--- config.mk ---
export PLATFORM = sky130hd
export DESIGN_NAME = obcfg_top
export DESIGN_NICKNAME = d
export VERILOG_FILES = /design/src/logic/obcfg_pkg.sv /design/src/logic/obcfg_top.sv /design/src/logic/obcfg_bank_select.sv
export SDC_FILE = /design/constraint.sdc
export NUM_CORES = 1
export LEC_CHECK = 0
export ABC_AREA = 1
export BUFFER_PORTS_ARGS = -buffer_cell sky130_fd_sc_hd__clkbuf_2
export CORE_UTILIZATION = 48
export CTS_CLUSTER_SIZE = 28
export DETAILED_ROUTE_END_ITERATION = 10
export GPL_ROUTABILITY_DRIVEN = 0
export GPL_TIMING_DRIVEN = 0
export HOLD_SLACK_MARGIN = 0.08
export PLACE_DENSITY_LB_ADDON = 0.08
export RECOVER_POWER = 25
export SYNTH_ARGS = -nofsm -noshare
export SYNTH_HDL_FRONTEND = slang
export SYNTH_HIERARCHICAL = 1
export SYNTH_SLANG_ARGS = --single-unit
export TNS_END_PERCENT = 50
--- constraint.sdc ---
create_clock -name mclk -period 4.8 [get_ports mclk]
set_input_delay 1.44 -clock mclk [delete_from_list [all_inputs] [get_ports mclk]]
set_output_delay 1.44 -clock mclk [all_outputs]
set_load 0.01 [all_outputs]
--- src/logic/obcfg_pkg.sv ---
// Package for the Bank B / Bank C output configuration registers.
// Assumes a byte-wide register port fed by the device's serial configuration controller.
package obcfg_pkg;

	// ----------------------------------------
	// Register map
	// ----------------------------------------
	localparam logic [7:0] BANK_B_BASE = 8'h18;
	localparam logic [7:0] BANK_C_BASE = 8'h20;
	localparam logic [7:0] OFS_DIVIDE = 8'h00;
	localparam logic [7:0] OFS_POWER_SOURCE = 8'h02;
	localparam logic [7:0] OFS_OUTPUT0 = 8'h04;
	localparam int BANK_B_OUTPUTS = 4;
	localparam int BANK_C_OUTPUTS = 2;
	localparam int MAX_OUTPUTS = 4;

	// ----------------------------------------
	// Field positions
	// ----------------------------------------
	localparam int DIVIDE_MSB = 5;
	localparam int BANK_PD_BIT = 7;
	localparam int SOURCE_BIT = 0;
	localparam int OUT_PD_BIT = 7;
	localparam int OUT_STYLE_BIT = 2;
	localparam int OUT_AMP_MSB = 1;

	// ----------------------------------------
	// Reset values
	// ----------------------------------------
	localparam logic [5:0] DIVIDE_RESET = 6'h0d;
	localparam logic BANK_PD_RESET = 1'h0;
	localparam logic SOURCE_RESET = 1'h0;
	localparam logic OUT_PD_RESET = 1'h0;
	localparam logic OUT_STYLE_RESET = 1'h0;
	localparam logic [1:0] OUT_AMP_RESET = 2'h0;
	localparam logic [7:0] RESERVED_READ = 8'h00;

	// ----------------------------------------
	// Pin-control presets, one divide code per pin pattern
	// ----------------------------------------
	localparam logic [23:0] PIN_DIVIDE_CODES = {6'h12, 6'h0d, 6'h0a, 6'h04};
	localparam logic PIN_STYLE = 1'h0;
	localparam logic [1:0] PIN_AMP = 2'h0;
	localparam logic PIN_POWER_DOWN = 1'h0;

	// ----------------------------------------
	// Types
	// ----------------------------------------
	typedef struct packed {
		logic [7:0] addr;
		logic [7:0] wdata;
		logic write;
		logic read;
	} obcfg_req_type;

	typedef struct packed {
		logic power_down;
		logic [5:0] divide_code;
		logic [7:0] divide_ratio;
		logic [3:0] out_power_down;
		logic [3:0] out_style;
		logic [7:0] out_amplitude;
	} obcfg_bank_type;

	// Divide code to integer ratio, 0 for reserved codes
	function automatic logic [7:0] divide_ratio(input logic [5:0] code);
		logic [7:0] r;
		r = 8'h00;
		unique case (code)
			6'h01: r = 8'd1;
			6'h02: r = 8'd2;
			6'h03: r = 8'd3;
			6'h04: r = 8'd4;
			6'h05: r = 8'd5;
			6'h06: r = 8'd6;
			6'h07: r = 8'd8;
			6'h08: r = 8'd9;
			6'h09: r = 8'd10;
			6'h0a: r = 8'd12;
			6'h0b: r = 8'd14;
			6'h0c: r = 8'd15;
			6'h0d: r = 8'd16;
			6'h0e: r = 8'd18;
			6'h0f: r = 8'd20;
			6'h10: r = 8'd21;
			6'h11: r = 8'd22;
			6'h12: r = 8'd24;
			6'h13: r = 8'd25;
			6'h14: r = 8'd27;
			6'h15: r = 8'd28;
			6'h16: r = 8'd30;
			6'h17: r = 8'd32;
			6'h18: r = 8'd33;
			6'h19: r = 8'd35;
			6'h1a: r = 8'd36;
			6'h1b: r = 8'd40;
			6'h1c: r = 8'd42;
			6'h1d: r = 8'd44;
			6'h1e: r = 8'd45;
			6'h1f: r = 8'd48;
			6'h20: r = 8'd50;
			6'h21: r = 8'd54;
			6'h22: r = 8'd55;
			6'h23: r = 8'd56;
			6'h24: r = 8'd60;
			6'h25: r = 8'd64;
			6'h26: r = 8'd66;
			6'h27: r = 8'd70;
			6'h28: r = 8'd72;
			6'h29: r = 8'd80;
			6'h2a: r = 8'd84;
			6'h2b: r = 8'd88;
			6'h2c: r = 8'd90;
			6'h2d: r = 8'd96;
			6'h2e: r = 8'd100;
			6'h2f: r = 8'd108;
			6'h30: r = 8'd110;
			6'h31: r = 8'd120;
			6'h32: r = 8'd120;
			6'h33: r = 8'd128;
			6'h34: r = 8'd132;
			6'h35: r = 8'd140;
			6'h36: r = 8'd144;
			6'h37: r = 8'd160;
			6'h38: r = 8'd176;
			6'h39: r = 8'd180;
			6'h3a: r = 8'd200;
			6'h3b: r = 8'd220;
			default: r = 8'h00;
		endcase
		return r;
	endfunction

endpackage

--- src/logic/obcfg_top.sv ---
// Bank B and Bank C output configuration registers with pin or register control.
// Assumes a byte register port from the serial configuration controller on mclk.
`timescale 1ns/10ps
module obcfg_top (
	input wire logic mclk,
	input wire logic sys_rst,
	input obcfg_pkg::obcfg_req_type reg_req,
	output logic [7:0] reg_rdata,
	input wire logic commit_update,
	input wire logic [1:0] bank_b_select_pins,
	input wire logic [1:0] bank_c_select_pins,
	output obcfg_pkg::obcfg_bank_type bank_b_state,
	output obcfg_pkg::obcfg_bank_type bank_c_state
);
	// ----------------------------------------
	// Storage, index 0 is Bank B, 1 is Bank C
	// ----------------------------------------
	logic [5:0] written_code [2];
	logic [5:0] active_code [2];
	logic bank_power_down [2];
	logic config_source [2];
	logic [3:0] out_power_down [2];
	logic [3:0] out_style [2];
	logic [7:0] out_amplitude [2];
	logic [1:0] pins_meta [2];
	logic [1:0] pins_sync [2];
	obcfg_pkg::obcfg_bank_type next_state [2];
	logic [1:0] pins_raw [2];
	logic [7:0] bank_base [2];
	logic [3:0] lane_used [2];

	assign pins_raw[0] = bank_b_select_pins;
	assign pins_raw[1] = bank_c_select_pins;
	assign bank_base[0] = obcfg_pkg::BANK_B_BASE;
	assign bank_base[1] = obcfg_pkg::BANK_C_BASE;
	assign lane_used[0] = 4'hf;
	assign lane_used[1] = 4'h3;

	genvar k;
	genvar i;
	generate
		for (k = 0; k < 2; k++) begin : g_bank
			// ----------------------------------------
			// Pin synchroniser
			// ----------------------------------------
			always_ff @(posedge mclk) begin
				if (sys_rst) begin
					pins_meta[k] <= 2'h0;
					pins_sync[k] <= 2'h0;
				end else begin
					pins_meta[k] <= pins_raw[k];
					pins_sync[k] <= pins_meta[k];
				end
			end

			// ----------------------------------------
			// Divider code, pending then active
			// ----------------------------------------
			always_ff @(posedge mclk) begin
				if (sys_rst) begin
					written_code[k] <= obcfg_pkg::DIVIDE_RESET;
				end else if (reg_req.write && reg_req.addr == bank_base[k] + obcfg_pkg::OFS_DIVIDE) begin
					written_code[k] <= reg_req.wdata[obcfg_pkg::DIVIDE_MSB:0];
				end
			end

			always_ff @(posedge mclk) begin
				if (sys_rst) begin
					active_code[k] <= obcfg_pkg::DIVIDE_RESET;
				end else if (commit_update) begin
					active_code[k] <= written_code[k];
				end
			end

			// ----------------------------------------
			// Bank power-down and source select
			// ----------------------------------------
			always_ff @(posedge mclk) begin
				if (sys_rst) begin
					bank_power_down[k] <= obcfg_pkg::BANK_PD_RESET;
					config_source[k] <= obcfg_pkg::SOURCE_RESET;
				end else if (reg_req.write && reg_req.addr == bank_base[k] + obcfg_pkg::OFS_POWER_SOURCE) begin
					bank_power_down[k] <= reg_req.wdata[obcfg_pkg::BANK_PD_BIT];
					config_source[k] <= reg_req.wdata[obcfg_pkg::SOURCE_BIT];
				end
			end

			// ----------------------------------------
			// Per-output controls
			// ----------------------------------------
			for (i = 0; i < obcfg_pkg::MAX_OUTPUTS; i++) begin : g_out
				always_ff @(posedge mclk) begin
					if (sys_rst) begin
						out_power_down[k][i] <= obcfg_pkg::OUT_PD_RESET;
						out_style[k][i] <= obcfg_pkg::OUT_STYLE_RESET;
						out_amplitude[k][2 * i +: 2] <= obcfg_pkg::OUT_AMP_RESET;
					end else if (reg_req.write && lane_used[k][i]
							&& reg_req.addr == bank_base[k] + obcfg_pkg::OFS_OUTPUT0 + 8'(i)) begin
						out_power_down[k][i] <= reg_req.wdata[obcfg_pkg::OUT_PD_BIT];
						out_style[k][i] <= reg_req.wdata[obcfg_pkg::OUT_STYLE_BIT];
						out_amplitude[k][2 * i +: 2] <= reg_req.wdata[obcfg_pkg::OUT_AMP_MSB:0];
					end
				end
			end

			// ----------------------------------------
			// Live setting selection
			// ----------------------------------------
			obcfg_bank_select u_select (
				.config_source(config_source[k]),
				.select_pins(pins_sync[k]),
				.reg_power_down(bank_power_down[k]),
				.active_code(active_code[k]),
				.reg_out_power_down(out_power_down[k]),
				.reg_out_style(out_style[k]),
				.reg_out_amplitude(out_amplitude[k]),
				.lane_used(lane_used[k]),
				.live(next_state[k])
			);
		end
	endgenerate

	// ----------------------------------------
	// Registered bank outputs
	// ----------------------------------------
	always_ff @(posedge mclk) begin
		if (sys_rst) begin
			bank_b_state <= '0;
			bank_c_state <= '0;
		end else begin
			bank_b_state <= next_state[0];
			bank_c_state <= next_state[1];
		end
	end

	// ----------------------------------------
	// Read path
	// ----------------------------------------
	function automatic logic [7:0] read_byte(input logic [7:0] addr, input int b);
		logic [7:0] d;
		logic [7:0] ofs;
		d = obcfg_pkg::RESERVED_READ;
		ofs = addr - bank_base[b];
		if (ofs == obcfg_pkg::OFS_DIVIDE) begin
			d[obcfg_pkg::DIVIDE_MSB:0] = written_code[b];
		end else if (ofs == obcfg_pkg::OFS_POWER_SOURCE) begin
			d[obcfg_pkg::BANK_PD_BIT] = bank_power_down[b];
			d[obcfg_pkg::SOURCE_BIT] = config_source[b];
		end else begin
			for (int j = 0; j < obcfg_pkg::MAX_OUTPUTS; j++) begin
				if (lane_used[b][j] && ofs == obcfg_pkg::OFS_OUTPUT0 + 8'(j)) begin
					d[obcfg_pkg::OUT_PD_BIT] = out_power_down[b][j];
					d[obcfg_pkg::OUT_STYLE_BIT] = out_style[b][j];
					d[obcfg_pkg::OUT_AMP_MSB:0] = out_amplitude[b][2 * j +: 2];
				end
			end
		end
		return d;
	endfunction

	always_ff @(posedge mclk) begin
		if (sys_rst) begin
			reg_rdata <= 8'h00;
		end else if (reg_req.read) begin
			if (reg_req.addr >= obcfg_pkg::BANK_C_BASE) begin
				reg_rdata <= read_byte(reg_req.addr, 1);
			end else if (reg_req.addr >= obcfg_pkg::BANK_B_BASE) begin
				reg_rdata <= read_byte(reg_req.addr, 0);
			end else begin
				reg_rdata <= obcfg_pkg::RESERVED_READ;
			end
		end
	end
endmodule

--- src/logic/obcfg_bank_select.sv ---
// One output bank: chooses pin presets or register fields as the live setting; per-output power-downs are register fields unless bank power-down sets them.
// Assumes select pins are already synchronised and register fields come from flops.
`timescale 1ns/10ps
module obcfg_bank_select (
	input wire logic config_source,
	input wire logic [1:0] select_pins,
	input wire logic reg_power_down,
	input wire logic [5:0] active_code,
	input wire logic [3:0] reg_out_power_down,
	input wire logic [3:0] reg_out_style,
	input wire logic [7:0] reg_out_amplitude,
	input wire logic [3:0] lane_used,
	output obcfg_pkg::obcfg_bank_type live
);
	logic [5:0] pin_code;

	assign pin_code = obcfg_pkg::PIN_DIVIDE_CODES[6 * select_pins +: 6];

	always_comb begin
		live = '0;
		if (config_source) begin
			live.divide_code = active_code;
			live.power_down = reg_power_down;
			live.out_power_down = reg_out_power_down & lane_used;
			live.out_style = reg_out_style & lane_used;
			live.out_amplitude = reg_out_amplitude;
		end else begin
			live.divide_code = pin_code;
			live.power_down = obcfg_pkg::PIN_POWER_DOWN;
			live.out_power_down = reg_out_power_down & lane_used;
			live.out_style = {4{obcfg_pkg::PIN_STYLE}} & lane_used;
			live.out_amplitude = {4{obcfg_pkg::PIN_AMP}};
		end
		live.divide_ratio = obcfg_pkg::divide_ratio(live.divide_code);
		if (live.power_down) begin
			live.out_power_down = lane_used;
			live.divide_ratio = 8'h00;
		end
		for (int i = 0; i < obcfg_pkg::MAX_OUTPUTS; i++) begin
			if (!lane_used[i]) begin
				live.out_amplitude[2 * i +: 2] = 2'h0;
			end
		end
	end
endmodule

==> metrics, run 1 <==
result of the run=finished clean; Initial DRT Pass Iterations=6; data required time at the worst endpoint=5.15 ns; maximum number of pins on one net before global-route repair=17; remaining design rule violation count=0; CTS clk-pin slew, worst paths=0.06 ns; DR iter-0 viols=523; share of the yosys chip area belonging to registers=42.9%; top cells by area in the synthesized netlist=sky130_fd_sc_hd__edfxtp_1 (22%), sky130_fd_sc_hd__dfxtp_1 (21%), sky130_fd_sc_hd__nand2_1 (11%); asr flop ratio synth=0%; clock latency on the worst-skew pair=0.43 ns; total instance count after detailed placement=1286; Gates resized, CTS repair=0; floorplan die width=125 um; type of the setup path with the least slack=in2reg; cell type contributing the most total cell area after synthesis=sky130_fd_sc_hd__edfxtp_1; Layout fillers=1407; total setup violations reported at the end of the flow=0; TritonCTS clock tree=built; Non-Filler Instances=1318; remaining antenna violation count=0; capturing instance or port of the critical path=reg_rdata[0]; area enclosed by the die boundary=15600 um2; final critical delay including setup and external delays=2.89 ns; share of post-route cells with drive strength above 1=14.8%; depth of the worst register-to-register path=13; maximum cell stage delay along the critical path=0.51 ns; chain of cells forming the critical path=clkbuf_2, inv_1, ha_1, xnor2_1, nand2_1, nor4_2, nand2_1, nand2_1, nor2_1, a21oi_2; number of H-tree levels=4; most frequent cell on the critical path=sky130_fd_sc_hd__nand2_1; CTS root buf=sky130_fd_sc_hd__clkbuf_16; setup repair after global routing missed its margin=false; commonest non-fill, non-tap cell in the layout=sky130_fd_sc_hd__nand2_1; half-perimeter wire length after detailed placement=12700 um; Synth cell types=42; capture instance of the worst register-to-register path=bank_b_state[20]; worst slew margin relative to its limit=45.8%; combined buffer and inverter count along the critical path=2; share of the clock period used by the worst path=60.1%; I/O pin count=95; Post-synth top flop=sky130_fd_sc_hd__dfxtp_1; Reg2Reg Launch Point=config_source[0]; Tightest Pin Transition=0.805 ns; number of sinks on the clock net=129; cell at the slowest stage of the critical path=sky130_fd_sc_hd__nor4_2; mean instance size in the synthesized netlist=7.32 um2; hold-fix buffers at CTS=0; final setup TNS=0 ns; hold violation count in the final report=0; Rows=44; VDD IR-drop max=0.255 mV; Post-Synthesis Cell Area=7230 um2; Stages on worst setup path=10; Avg WL per Cell=12.9 um; Power Density=340 nW/um2; Remaining Overflow, GRT=0; fin util=58.4%; total core area=14600 um2; YS warnings=6; signed area change from the synthesized netlist to the final layout=17.9%; count of final max-slew check failures=0; detailed-route via count=6224; Critical Path End Type=flop; wire length of the first global-routing pass=28000 um; Max Root-Sink Buffers=2; Setup crit start=reg_req[15]; total clock buffers created by CTS=17; type of the worst min-delay path=reg2reg; area share of the largest cell type after synthesis=21.6%; Maximum Capacitance Violations=0; number of synthesized register bits=129; vertical extent of the die=125 um; maximum fanout along the worst path=7; f_max=346 MHz; Routed Wire Length=17000 um; LEAKAGE=4.12 nW; initial antenna violation count=0; effective utilization at floorplan=49.5%; vias per std cell=4.72; worst-case register-to-register setup slack=2.58 ns; port bufs=91; number of flops mapped to enable cells by yosys=52; gate family responsible for the most delay along the worst path=simple AND/OR/NAND/NOR gates; final worst hold slack=0.399 ns; total track usage=22.8%; CP arrival=3.24 ns; Mapped Cells=988; Total Nets Final=1172; vias in the first global route=5672; Setup Buffers After CTS=0; Worst setup SP type=input pin; top library cells by usage in the layout, fill and taps aside=sky130_fd_sc_hd__nand2_1 (221), sky130_fd_sc_hd__nor2_1 (184), sky130_fd_sc_hd__inv_1 (169); n_diodes=0; largest clock skew in the final design=0.00999 ns
## flip-flops by register name (all words and copies together), names as in the netlist, 4 cells and up
name / cells
pins_sync: 4
written_code: 12
active_code: 12
out_power_down: 6
out_style: 6
bank_b_state: 31
pins_meta: 4
out_amplitude: 12
bank_c_state: 31
reg_rdata: 7
## through the flow
step / total power, mW / setup WS [ns] / area, um2
2_1_floorplan: 1.54 / 1.90 / 7310
3_3_place_gp: 1.66 / 1.49 / 8000
3_5_place_dp: 1.66 / 1.48 / 8000
4_1_cts: 2.92 / 1.90 / 8580
5_1_grt: 3.03 / 1.71 / 8520
6_report: 2.90 / 1.91 / 8520
## worst min-delay path, stage by stage, from the launching register on
cell                      delay, ns
sky130_fd_sc_hd__dfxtp_1       0.29
sky130_fd_sc_hd__inv_1         0.04
sky130_fd_sc_hd__nor2_1        0.03
## synthesized netlist by cell type (7+ instances only)
cell and number:
sky130_fd_sc_hd__ha_1 26, sky130_fd_sc_hd__nand2_2 14, sky130_fd_sc_hd__buf_4 7, sky130_fd_sc_hd__inv_2 14, sky130_fd_sc_hd__o21ai_1 9, sky130_fd_sc_hd__o21a_1 8, sky130_fd_sc_hd__or2_2 7, sky130_fd_sc_hd__o21ai_0 16
sky130_fd_sc_hd__nand3_1 72, sky130_fd_sc_hd__inv_1 169, sky130_fd_sc_hd__dfxtp_1 77, sky130_fd_sc_hd__a21oi_1 22, sky130_fd_sc_hd__nand4_1 7, sky130_fd_sc_hd__clkbuf_1 12, sky130_fd_sc_hd__nand2_1 221, sky130_fd_sc_hd__nand2_4 8
sky130_fd_sc_hd__nor2_1 184, sky130_fd_sc_hd__buf_6 7, sky130_fd_sc_hd__edfxtp_1 52
## final cells by class
cell class                 instances  area, um2  area share (%)
clock buffer                      19        454            5.33
timing repair buffer              91        402            4.71
sequential                       129       3100            36.4
inverter                         185        694            8.15
clock inverter                    13        124            1.45
buffer                            29        201            2.36
tap                              184        230            2.70
multi-input combinational        668       3320            38.9
## routing by layer
metal | routed length, um | global-route usage [%] | share of wire [%]
met1 | 7920 | 30.1 | 47
met2 | 7900 | 36.8 | 47
met3 | 874 | 4.12 | 5.1
met4 | 286 | 9.07 | 1.7
met5 | 0 | 0 | 0
## worst min-delay path by stage
stage               startpoint              end  slack [ns]  cells after the start
4_1_cts        pins_meta[0][1]  pins_sync[0][1]        0.40                      2
3_3_place_gp   pins_meta[0][0]  pins_sync[0][0]        0.39                      2
5_1_grt        pins_meta[1][1]  pins_sync[1][1]        0.42                      2
2_1_floorplan  pins_meta[0][0]  pins_sync[0][0]        0.39                      2
6_report       pins_meta[0][1]  pins_sync[0][1]        0.40                      2
3_5_place_dp   pins_meta[1][0]  pins_sync[1][0]        0.40                      2
## power by group
part / switching [mW] / internal [mW] / leakage [nW] / total, mW
Combinational: 0.280 / 0.139 / 2.71 / 0.418
Clock: 0.511 / 0.750 / 0.284 / 1.26
Sequential: 0.0253 / 1.19 / 1.13 / 1.22
Total: 0.816 / 2.08 / 4.12 / 2.90
## kinds of logic (layout without fill, tap and decap cells)
| family | Yosys count | after routing | share of synthesized area, % |
|---|---|---|---|
| adders and majority gates | 26 | 26 | 4.50 |
| xor gates and xnor gates | 1 | 1 | 0.121 |
| DFF | 129 | 129 | 42.9 |
| other | 2 | 25 | 0.104 |
| buffers and inverters | 214 | 337 | 12.4 |
| AOI/OAI and AO/OA | 76 | 76 | 6.75 |
| and+or+nand+nor | 540 | 540 | 33.2 |
No activity file was read; power rests on OpenSTA's default activity.
==> run 2, diff against run 1 <==
==> constraint.sdc (replaced) <==
create_clock -name mclk -period 3 [get_ports mclk]
set_input_delay 0.9 -clock mclk [delete_from_list [all_inputs] [get_ports mclk]]
set_output_delay 0.9 -clock mclk [all_outputs]
set_load 0.01 [all_outputs]
==> metrics, run 2 (synthesized netlist as in run 1, its figures left out) <==
result of the run=finished clean; Max Root-Sink Buffers=2; Non-Filler Instances=1318; f_max=427 MHz; number of sinks on the clock net=129; floorplan die width=125 um; Worst setup SP type=input pin; maximum fanout along the worst path=7; data required time at the worst endpoint=3.36 ns; final setup TNS=0 ns; signed area change from the synthesized netlist to the final layout=17.9%; share of post-route cells with drive strength above 1=14.6%; LEAKAGE=4.11 nW; clock latency on the worst-skew pair=0.43 ns; total track usage=22.8%; remaining design rule violation count=0; port bufs=91; effective utilization at floorplan=49.5%; detailed-route via count=6219; most frequent cell on the critical path=sky130_fd_sc_hd__nand2_1; Tightest Pin Transition=0.801 ns; combined buffer and inverter count along the critical path=3; total instance count after detailed placement=1286; commonest non-fill, non-tap cell in the layout=sky130_fd_sc_hd__nand2_1; Setup Buffers After CTS=0; remaining antenna violation count=0; DR iter-0 viols=461; CTS clk-pin slew, worst paths=0.06 ns; Power Density=544 nW/um2; gate family responsible for the most delay along the worst path=simple AND/OR/NAND/NOR gates; Critical Path End Type=flop; Initial DRT Pass Iterations=5; TritonCTS clock tree=built; half-perimeter wire length after detailed placement=12700 um; registers with the highest flip-flop counts=bank_b_state x31, bank_c_state x31; Avg WL per Cell=12.9 um; Maximum Capacitance Violations=0; vias per std cell=4.72; CP arrival=2.70 ns; total clock buffers created by CTS=17; area enclosed by the die boundary=15600 um2; total setup violations reported at the end of the flow=0; final critical delay including setup and external delays=2.34 ns; initial antenna violation count=0; setup repair after global routing missed its margin=false; Routed Wire Length=17000 um; chain of cells forming the critical path=clkbuf_2, inv_1, ha_1, inv_1, nor2_1, nand2_1, nor4_2, nand2_1, nand2_1, nor2_1, a21oi_2; Remaining Overflow, GRT=0; VDD IR-drop max=0.408 mV; CTS root buf=sky130_fd_sc_hd__clkbuf_16; maximum cell stage delay along the critical path=0.51 ns; Rows=44; n_diodes=0; number of H-tree levels=4; Gates resized, CTS repair=0; vertical extent of the die=125 um; worst slew margin relative to its limit=46.0%; Place WS=0.221 ns; type of the worst min-delay path=reg2reg; hold violation count in the final report=0; I/O pin count=95; share of the clock period used by the worst path=78.0%; total core area=14600 um2; count of final max-slew check failures=0; largest clock skew in the final design=0.00984 ns; top library cells by usage in the layout, fill and taps aside=sky130_fd_sc_hd__nand2_1 (221), sky130_fd_sc_hd__nor2_1 (184), sky130_fd_sc_hd__inv_1 (169); cell at the slowest stage of the critical path=sky130_fd_sc_hd__nor4_2; Total Nets Final=1172; setup ws final=0.659 ns; type of the setup path with the least slack=in2reg; vias in the first global route=5672; hold-fix buffers at CTS=0; wire length of the first global-routing pass=28000 um; maximum number of pins on one net before global-route repair=17
-- run 2: changes by cell type in the layout (fill, tap and decap cells not counted) --
| cell | before | now |
|---|---|---|
| sky130_fd_sc_hd__clkbuf_2 | 48 | 45 |
| sky130_fd_sc_hd__clkbuf_1 | 56 | 59 |
-- run 2: final cells by class --
class | instances | area, um2
plain buffers | 29 | 201
repair buffers | 91 | 398
inverters | 185 | 694
clock inverters | 13 | 124
clock buffers | 19 | 454
well taps | 184 | 230
multi-input cells | 668 | 3320
fillers | 1410 | 6070
flip-flops and latches | 129 | 3100
-- run 2: final timing paths --
check / start / to / slack [ns] / cells past startpoint
max: reg_req[15] / reg_rdata[0] / 0.66 / 11
min: pins_meta[0][1] / pins_sync[0][1] / 0.40 / 2
max reg2reg: config_source[0] / bank_b_state[17] / 0.78 / 13
min reg2reg: pins_meta[0][1] / pins_sync[0][1] / 0.40 / 2
-- run 2: where the power goes --
group	total, mW	switching, mW	leakage [nW]	internal [mW]
combinational	0.669	0.447	2.70	0.222
sequential	1.95	0.0404	1.13	1.91
clock	2.02	0.820	0.284	1.20
-- run 2: per-stage QoR --
step,instance area [um2],util [%],total power [mW],hold slack (ns)
detailed placement,8000,54.8,2.66,0.396
finish,8520,58.4,4.64,0.399
floorplan,7310,-,2.47,0.388
global route,8520,58.4,4.84,0.416
CTS,8580,58.8,4.67,0.403
global placement,8000,54.8,2.66,0.392
-- run 2: layer usage --
layer	track usage (%)	routed length, um
met1	30.1	7820
met4	9.07	280
met3	4.12	989
met2	36.8	7880
met5	0	0
-- run 2: worst register-to-register path, cell delays in order, from the launching register on --
cell and delay, ns:
sky130_fd_sc_hd__edfxtp_1 0.42, sky130_fd_sc_hd__buf_6 0.17, sky130_fd_sc_hd__buf_4 0.18, sky130_fd_sc_hd__a21oi_2 0.29
sky130_fd_sc_hd__inv_1 0.11, sky130_fd_sc_hd__ha_1 0.21, sky130_fd_sc_hd__nor2_1 0.20, sky130_fd_sc_hd__nand2_1 0.12
sky130_fd_sc_hd__nand4_1 0.10, sky130_fd_sc_hd__nand2_1 0.06, sky130_fd_sc_hd__nor2_1 0.10, sky130_fd_sc_hd__nor2_1 0.05
sky130_fd_sc_hd__inv_1 0.04, sky130_fd_sc_hd__nor2_1 0.03
